--- config.mk ---
export PLATFORM = sky130hd
export DESIGN_NAME = isoch_dma_context_control
export DESIGN_NICKNAME = d
export VERILOG_FILES = /design/src/isoch_dma_pkg.sv /design/src/isoch_dma_context_control.sv
export SDC_FILE = /design/constraint.sdc
export NUM_CORES = 1
export LEC_CHECK = 0
export BUFFER_PORTS_ARGS = -buffer_cell sky130_fd_sc_hd__buf_2
export CAP_MARGIN = 20
export CORE_ASPECT_RATIO = 1.75
export CORE_MARGIN = 4
export CORE_UTILIZATION = 45
export CTS_CLUSTER_DIAMETER = 150
export CTS_CLUSTER_SIZE = 10
export DETAILED_ROUTE_END_ITERATION = 6
export SYNTH_ARGS = -nofsm -noshare
export SYNTH_HDL_FRONTEND = slang
export SYNTH_SLANG_ARGS = --single-unit
--- constraint.sdc ---
create_clock -name clk -period 7 [get_ports clk]
set_input_delay 0.35 -clock clk [delete_from_list [all_inputs] [get_ports clk]]
set_output_delay 0.35 -clock clk [all_outputs]
set_load 0.01 [all_outputs]
--- src/isoch_dma_pkg.sv ---
/*
 * constants, types and register map for the isochronous dma
 * context-control block.
 * assumes a 12-bit byte address on a plain strobe register port.
 */
package isoch_dma_pkg;

    // ***********************************************************
    // sizes
    // ***********************************************************
    localparam int TX_CTX_NUM = 8;
    localparam int RX_CTX_NUM = 4;
    localparam int ADDR_W = 12;
    localparam int DATA_W = 32;
    localparam int CYCLE_W = 13;
    localparam int STAMP_W = 16;
    localparam int STATUS_W = 16;

    // ***********************************************************
    // register map
    // ***********************************************************
    localparam logic [11:0] TX_PTR_BASE = 12'h020C;
    localparam logic [11:0] TX_PTR_STRIDE = 12'h0010;
    localparam logic [11:0] RX_SET_BASE = 12'h0400;
    localparam logic [11:0] RX_CLR_BASE = 12'h0404;
    localparam logic [11:0] RX_MATCH_BASE = 12'h040C;
    localparam logic [11:0] RX_STRIDE = 12'h0020;

    // ***********************************************************
    // field positions and reset values
    // ***********************************************************
    localparam int FILL_BIT = 31;
    localparam int HDR_BIT = 30;
    localparam int CME_BIT = 29;
    localparam int RUN_BIT = 15;
    localparam int ACTIVE_BIT = 10;
    localparam int MATCH_LSB = 12;
    localparam int MATCH_MSB = 24;
    localparam logic [31:0] ZERO_WORD = 32'h0000_0000;
    localparam logic [12:0] MATCH_RESET = 13'h0000;

    // ***********************************************************
    // types
    // ***********************************************************
    typedef enum logic [1:0] {RX_IDLE, RX_WAIT, RX_RUN} rx_state_e;

    typedef struct packed {
        logic valid;
        logic [2:0] ctx;
        logic [31:0] addr;
    } tx_fetch_s;

    typedef struct packed {
        logic valid;
        logic [12:0] count;
        logic [15:0] stamp;
    } cycle_start_s;

    typedef struct packed {
        logic valid;
        logic [1:0] ctx;
        logic is_header;
        logic is_end;
        logic [31:0] data;
        logic [15:0] status;
    } rx_beat_s;

    typedef struct packed {
        logic valid;
        logic [1:0] ctx;
        logic buf_start;
        logic [31:0] data;
    } store_word_s;

endpackage : isoch_dma_pkg

--- src/isoch_dma_context_control.sv ---
/*
 * isochronous dma context control: transmit first-descriptor
 * pointers, receive context control with set/clear views, cycle
 * match start and the receive packet formatter.
 * assumes a descriptor fetch engine reporting fetch addresses, a
 * link layer delivering received quadlets and cycle-start events,
 * all synchronous to clk.
 */
`timescale 1ns/1ps
module isoch_dma_context_control (
    // clock, reset, enable
    input wire logic clk,
    input wire logic reset,
    input wire logic ce,
    // register port
    input wire logic rd_en,
    input wire logic wr_en,
    input wire logic [11:0] addr,
    input wire logic [31:0] wr_data,
    output logic [31:0] rd_data_ff,
    // fetch engine and link
    input wire isoch_dma_pkg::tx_fetch_s tx_fetch,
    input wire isoch_dma_pkg::cycle_start_s cycle_start,
    input wire isoch_dma_pkg::rx_beat_s rx_beat,
    // receive side results
    output isoch_dma_pkg::store_word_s store_ff,
    output logic [3:0] rx_active_ff
);

    // ***********************************************************
    // state
    // ***********************************************************
    logic [31:0] tx_ptr_ff [isoch_dma_pkg::TX_CTX_NUM];
    logic [3:0] fill_ff;
    logic [3:0] hdr_ff;
    logic [3:0] cme_ff;
    logic [3:0] run_ff;
    logic [12:0] match_ff [isoch_dma_pkg::RX_CTX_NUM];
    isoch_dma_pkg::rx_state_e state_ff [isoch_dma_pkg::RX_CTX_NUM];
    isoch_dma_pkg::rx_state_e nxt_state [isoch_dma_pkg::RX_CTX_NUM];
    logic [15:0] stamp_ff;
    logic pkt_first_ff;

    logic tx_hit;
    logic [2:0] tx_idx;
    logic [3:0] set_wr;
    logic [3:0] clr_wr;
    logic [3:0] set_rd;
    logic [3:0] clr_rd;
    logic [3:0] match_wr;
    logic [3:0] match_rd;
    logic [31:0] nxt_rd_data;
    logic beat_act;
    logic beat_hdr;
    logic beat_fill;

    // ***********************************************************
    // address decode
    // ***********************************************************
    always_comb begin
        tx_hit = 1'b0;
        tx_idx = 3'h0;
        for (int i = 0; i < isoch_dma_pkg::TX_CTX_NUM; i++) begin
            if (addr == isoch_dma_pkg::TX_PTR_BASE
                    + 12'(i) * isoch_dma_pkg::TX_PTR_STRIDE) begin
                tx_hit = 1'b1;
                tx_idx = 3'(i);
            end
        end
        for (int i = 0; i < isoch_dma_pkg::RX_CTX_NUM; i++) begin
            set_rd[i] = addr == isoch_dma_pkg::RX_SET_BASE
                + 12'(i) * isoch_dma_pkg::RX_STRIDE;
            clr_rd[i] = addr == isoch_dma_pkg::RX_CLR_BASE
                + 12'(i) * isoch_dma_pkg::RX_STRIDE;
            match_rd[i] = addr == isoch_dma_pkg::RX_MATCH_BASE
                + 12'(i) * isoch_dma_pkg::RX_STRIDE;
            set_wr[i] = wr_en && set_rd[i];
            clr_wr[i] = wr_en && clr_rd[i];
            match_wr[i] = wr_en && match_rd[i];
        end
    end

    // ***********************************************************
    // read mux
    // ***********************************************************
    always_comb begin
        nxt_rd_data = isoch_dma_pkg::ZERO_WORD;
        if (tx_hit) begin
            nxt_rd_data = tx_ptr_ff[tx_idx];
        end
        for (int i = 0; i < isoch_dma_pkg::RX_CTX_NUM; i++) begin
            if (set_rd[i] || clr_rd[i]) begin
                nxt_rd_data[isoch_dma_pkg::FILL_BIT] = fill_ff[i];
                nxt_rd_data[isoch_dma_pkg::HDR_BIT] = hdr_ff[i];
                nxt_rd_data[isoch_dma_pkg::CME_BIT] = cme_ff[i];
                nxt_rd_data[isoch_dma_pkg::RUN_BIT] = run_ff[i];
                nxt_rd_data[isoch_dma_pkg::ACTIVE_BIT] = rx_active_ff[i];
            end
            if (match_rd[i]) begin
                nxt_rd_data[isoch_dma_pkg::MATCH_MSB:isoch_dma_pkg::MATCH_LSB]
                    = match_ff[i];
            end
        end
    end

    always_ff @(posedge clk) begin
        if (reset) begin
            rd_data_ff <= isoch_dma_pkg::ZERO_WORD;
        end else if (ce) begin
            rd_data_ff <= rd_en ? nxt_rd_data : isoch_dma_pkg::ZERO_WORD;
        end
    end

    // ***********************************************************
    // transmit first-descriptor pointers
    // ***********************************************************
    always_ff @(posedge clk) begin
        if (reset) begin
            for (int i = 0; i < isoch_dma_pkg::TX_CTX_NUM; i++) begin
                tx_ptr_ff[i] <= isoch_dma_pkg::ZERO_WORD;
            end
        end else if (ce && tx_fetch.valid) begin
            tx_ptr_ff[tx_fetch.ctx] <= tx_fetch.addr;
        end
    end

    // ***********************************************************
    // receive options, run and match
    // ***********************************************************
    always_ff @(posedge clk) begin
        if (reset) begin
            fill_ff <= 4'h0;
            hdr_ff <= 4'h0;
            cme_ff <= 4'h0;
            run_ff <= 4'h0;
        end else if (ce) begin
            for (int i = 0; i < isoch_dma_pkg::RX_CTX_NUM; i++) begin
                if (set_wr[i]) begin
                    fill_ff[i] <= fill_ff[i]
                        | wr_data[isoch_dma_pkg::FILL_BIT];
                    hdr_ff[i] <= hdr_ff[i] | wr_data[isoch_dma_pkg::HDR_BIT];
                    run_ff[i] <= run_ff[i]
                        | wr_data[isoch_dma_pkg::RUN_BIT];
                end else if (clr_wr[i]) begin
                    fill_ff[i] <= fill_ff[i]
                        & ~wr_data[isoch_dma_pkg::FILL_BIT];
                    hdr_ff[i] <= hdr_ff[i]
                        & ~wr_data[isoch_dma_pkg::HDR_BIT];
                    run_ff[i] <= run_ff[i]
                        & ~wr_data[isoch_dma_pkg::RUN_BIT];
                end
                if (set_wr[i] && wr_data[isoch_dma_pkg::CME_BIT]) begin
                    cme_ff[i] <= 1'b1;
                end else if (clr_wr[i]
                        && wr_data[isoch_dma_pkg::CME_BIT]) begin
                    cme_ff[i] <= 1'b0;
                end else if (rx_active_ff[i]) begin
                    cme_ff[i] <= 1'b0;
                end
            end
        end
    end

    always_ff @(posedge clk) begin
        if (reset) begin
            for (int i = 0; i < isoch_dma_pkg::RX_CTX_NUM; i++) begin
                match_ff[i] <= isoch_dma_pkg::MATCH_RESET;
            end
        end else if (ce) begin
            for (int i = 0; i < isoch_dma_pkg::RX_CTX_NUM; i++) begin
                if (match_wr[i]) begin
                    match_ff[i] <= wr_data[isoch_dma_pkg::MATCH_MSB:
                                           isoch_dma_pkg::MATCH_LSB];
                end
            end
        end
    end

    // ***********************************************************
    // receive context start sequencing
    // ***********************************************************
    always_comb begin
        for (int i = 0; i < isoch_dma_pkg::RX_CTX_NUM; i++) begin
            nxt_state[i] = state_ff[i];
            case (state_ff[i])
                isoch_dma_pkg::RX_IDLE: begin
                    if (run_ff[i] && cme_ff[i]) begin
                        nxt_state[i] = isoch_dma_pkg::RX_WAIT;
                    end else if (run_ff[i]) begin
                        nxt_state[i] = isoch_dma_pkg::RX_RUN;
                    end
                end
                isoch_dma_pkg::RX_WAIT: begin
                    if (!run_ff[i]) begin
                        nxt_state[i] = isoch_dma_pkg::RX_IDLE;
                    end else if (cycle_start.valid
                            && cycle_start.count == match_ff[i]) begin
                        nxt_state[i] = isoch_dma_pkg::RX_RUN;
                    end
                end
                isoch_dma_pkg::RX_RUN: begin
                    if (!run_ff[i]) begin
                        nxt_state[i] = isoch_dma_pkg::RX_IDLE;
                    end
                end
                default: begin
                    nxt_state[i] = isoch_dma_pkg::RX_IDLE;
                end
            endcase
        end
    end

    always_ff @(posedge clk) begin
        if (reset) begin
            for (int i = 0; i < isoch_dma_pkg::RX_CTX_NUM; i++) begin
                state_ff[i] <= isoch_dma_pkg::RX_IDLE;
            end
            rx_active_ff <= 4'h0;
        end else if (ce) begin
            for (int i = 0; i < isoch_dma_pkg::RX_CTX_NUM; i++) begin
                state_ff[i] <= nxt_state[i];
                rx_active_ff[i] <= nxt_state[i]
                    == isoch_dma_pkg::RX_RUN;
            end
        end
    end

    // ***********************************************************
    // receive packet formatter
    // ***********************************************************
    assign beat_act = rx_beat.valid && rx_active_ff[rx_beat.ctx];
    assign beat_hdr = hdr_ff[rx_beat.ctx];
    assign beat_fill = fill_ff[rx_beat.ctx];

    always_ff @(posedge clk) begin
        if (reset) begin
            stamp_ff <= 16'h0000;
        end else if (ce && cycle_start.valid) begin
            stamp_ff <= cycle_start.stamp;
        end
    end

    always_ff @(posedge clk) begin
        if (reset) begin
            store_ff <= '0;
            pkt_first_ff <= 1'b1;
        end else if (ce) begin
            store_ff.valid <= 1'b0;
            store_ff.ctx <= rx_beat.ctx;
            store_ff.buf_start <= !beat_fill && pkt_first_ff;
            if (beat_act && rx_beat.is_end) begin
                pkt_first_ff <= 1'b1;
                store_ff.valid <= beat_hdr;
                store_ff.data <= {rx_beat.status, stamp_ff};
            end else if (beat_act && rx_beat.is_header) begin
                store_ff.buf_start <= !beat_fill;
                store_ff.valid <= beat_hdr;
                store_ff.data <= rx_beat.data;
                pkt_first_ff <= !beat_hdr;
            end else if (beat_act) begin
                store_ff.valid <= 1'b1;
                store_ff.data <= rx_beat.data;
                pkt_first_ff <= 1'b0;
            end
        end
    end
endmodule : isoch_dma_context_control

==> impl_metrics.csv <==
group,metric,value,unit
sta,setup_viol,0,
sta,finalMaxSlewViolations,0,
sta,setup_slack,4090,ps
routing,vias_per_cell,5.66,
sta,finalCritPeriodShare,41.6,%
logic_synthesis,synth_area,19300,um^2
placed_design,dp_hpwl,35700,um
routing,vias,13900,
sta,worst-slew-pin-transition,1110,ps
setup_path,path_cells,"buf_2, nor2b_1, nand3b_1, nor2_2, buf_4, or2_2",
sta,fin_crit,2910,ps
hold_path,min_from,"cycle_start[12]",
global_route,grt_max_degree,74,
logic_synthesis,synth_edf_count,316,
final_layout,area_delta_synth_final,15.5,%
logic_synthesis,synth_cells,1681,
job,maxCapViolations,0,
clock_network,root_buffer,"clkbuf_16",
clock_network,clock-sinks,421,
setup_path,crit_slowest_cell,"or2_2",
die,num_rows,100,
run_status,status,"complete, no violations",
logic_synthesis,yosys.area_share.simple,18.7,%
setup_path,rr_startpoint,"match_ff[1][12]",
placed_design,pre_cts_slack,3460,ps
placed_design,io_buffers,223,
clock_network,path_clk_slew,50,ps
routing,drt_iter0_drc,775,
pwr,pwr_density_cell,244,nW/um^2
pwr,cellLeakagePower,0.00808,uW
clock_network,cts_tree,"built",
pwr,swShare,22.7,%
sta,holdWs,36.6,ps
setup_path,reg2reg_depth,4,
setup_path,crit_fanout,33,
clock_network,hold_buffers,0,
sta,timing.fmax,343,MHz
logic_synthesis,synth_xor_area_share,2.35,%
die,fp.coreArea,42500,um^2
logic_synthesis,synth.area.mux_share,3.82,%
final_layout,layout.cells.most_common,"and2_1",
routing,drt_pass1_iterations,5,
die,initial_core_util,45.5,%
global_route,grt.overflow.total,0,
pwr,pwr-share-comb,6.5,%
logic_synthesis,synth_top_family_by_area,"simple AND/OR/NAND/NOR gates",
routing,antenna_left,0,
logic_synthesis,avgSynthCellArea,11.5,um^2
global_route,grt_pass1_vias,14600,
sta,tns,0,ps
sta,slew_headroom,25.7,%
logic_synthesis,async_reset_ff_share,0,%
global_route,grt_pass1_wl,84200,um
routing,post_drt_wl_per_cell,22.9,um
global_route,grt_antenna_before_repair,5,
hold_path,hold_path.class,"input pin to flip-flop",
clock_network,insertion_delay,570,ps
sta,clock_skew,22.9,ps
hold_path,min_to,"stamp_ff[12]",
setup_path,cp_slowest_stage_delay,920,ps
logic_synthesis,ys_ff_latch,421,
logic_synthesis,yosys_warnings,0,
pwr,switchingPower,1240,uW
final_layout,layout_common_cells,"and2_1 (337), edfxtp_1 (316), buf_2 (223)",
hold_path,worstHoldPathCells,3,
pwr,power,5450,uW
clock_network,cts_htree_levels,2,
sta,hold_viol,0,
setup_path,crit_buf_inv,2,
clock_network,postCtsSetupRepairBufs,0,
final_layout,fin_area,22300,um^2
setup_path,arrival,3080,ps
clock_network,ctsResizeCount,0,
pwr,power_frac_seq,52.0,%
logic_synthesis,synth_fp_nets,1849,
placed_design,place_area,20900,um^2
clock_network,numCtsBuffers,48,
clock_network,cts.path.max_buffers,3,
sta,rsz0062_at_grt,"no",
placed_design,place_congestion,0.841,
setup_path,start_kind,"input pin",
final_layout,drive_gt1_share,18.8,%
logic_synthesis,synth_cell_types,64,
setup_path,setup.worst_path.start,"ce",
setup_path,path_class,"input pin to flip-flop",
setup_path,rrSetupSlack,4680,ps
logic_synthesis,synth_seq_area_share,59.9,%
logic_synthesis,synth_ff_type,"edfxtp_1",
logic_synthesis,synth_fa_ha_area_share,0,%
setup_path,r2r-end,"state_ff[1][0]",
pwr,p_clk_share,41.5,%
logic_synthesis,synth_compound_area_share,12.6,%
setup_path,cp_data_required_time,7170,ps
pwr,peakVddDrop,0.000167,V
die,dieArea,46500,um^2
setup_path,cpLargestDelayFamily,"simple AND/OR/NAND/NOR gates",
setup_path,end_kind,"flip-flop",
routing,drc,0,
global_route,track_usage,23.7,%
die,boundaryPins,240,
die,die_w,165,um
final_layout,nets,2032,
routing,wirelength,56200,um
die,die_h,282,um
pwr,p_int,4210,uW
## cell type report
type                       count  area [um^2]
fill                        3819        20200
sequential                   421        11600
multi-input combinational   1131         7290
timing repair buffer         253         1350
clock buffer                  81         1350
tap                          561          702
inverter                       9         33.8
clock inverter                 3         26.3
antenna                        1         2.50
## worst max-delay path by stage
stage	cells after the start	slack (ps)	to
6_report	6	4090	tx_ptr_ff[2][16]
5_1_grt	6	3920	tx_ptr_ff[2][16]
4_1_cts	6	4040	tx_ptr_ff[1][18]
3_5_place_dp	6	3460	tx_ptr_ff[1][20]
3_3_place_gp	6	3550	tx_ptr_ff[3][20]
2_1_floorplan	6	4400	match_ff[2][0]
## synth_stat cells, types with 5 or more instances
cell	number	area, um^2
a221o_1	12	120
o21ai_0	17	85.1
a22oi_1	17	128
nand3_1	41	205
a211oi_1	60	450
buf_2	9	45.0
o211ai_1	12	90.1
nand2b_1	10	62.6
nor2b_1	5	31.3
mux2i_1	58	581
a311oi_1	12	105
o221ai_1	18	158
nor4_1	7	43.8
and3_1	7	43.8
nor3_1	8	40.0
or2_2	10	62.6
dfxtp_1	105	2100
nor2_1	85	319
o21ai_2	8	70.1
xnor2_1	44	385
nand4_1	11	68.8
clkbuf_1	102	383
o22ai_1	60	375
edfxtp_1	316	9490
mux4_2	5	113
and2_1	337	2110
o21ai_1	17	85.1
xor2_1	8	70.1
a31oi_1	18	113
o2111a_1	12	135
a21oi_1	67	335
inv_1	7	26.3
a21o_1	5	37.5
nand2_1	124	465
buf_1	6	22.5
## cell families (layout without fill, tap and decap cells)
logic type / count (synthesis) / in the layout
buf+inv: 129 / 346
simple gates: 661 / 661
compound gates: 351 / 351
mux: 67 / 67
flops: 421 / 421
xor+xnor: 52 / 52
other cells: 0 / 1
## metrics by stage
stage / instances / utilization, %
2_1_floorplan: 1681 / -
3_3_place_gp: 2373 / 49.2
3_5_place_dp: 2374 / 49.2
4_1_cts: 2458 / 52.5
5_1_grt: 2459 / 52.5
6_report: 2460 / 52.5
## power groups by stage
stage	registers (uW)	clock network [uW]	logic [uW]
3_3_place_gp	2880	0	353
4_1_cts	2830	2300	359
6_report	2830	2260	356
3_5_place_dp	2890	0	358
5_1_grt	2840	2400	387
2_1_floorplan	2870	0	199
## worst min-delay path, delay by kind of cell
kind / cells / cell delay, ps
buf+inv: 1 / 90
compound gates: 1 / 50
simple gates: 1 / 40
## state kept, by name, summed over array words and instances (netlist names), named ones only
register,cells
cme_ff,4
match_ff,52
pkt_first_ff,1
rd_data_ff,32
rx_active_ff,4
stamp_ff,16
state_ff,8
store_ff,36
tx_ptr_ff,256
## metal layers
layer | up-vias | track usage (%) | wire length, um
met5 | - | 0 | 49
met4 | 8 | 9.09 | 1920
met3 | 123 | 3.60 | 2960
met2 | 427 | 44.6 | 30100
met1 | 6829 | 26.7 | 21200
li1 | 6528 | - | -
(Power assumes the default switching activity.)
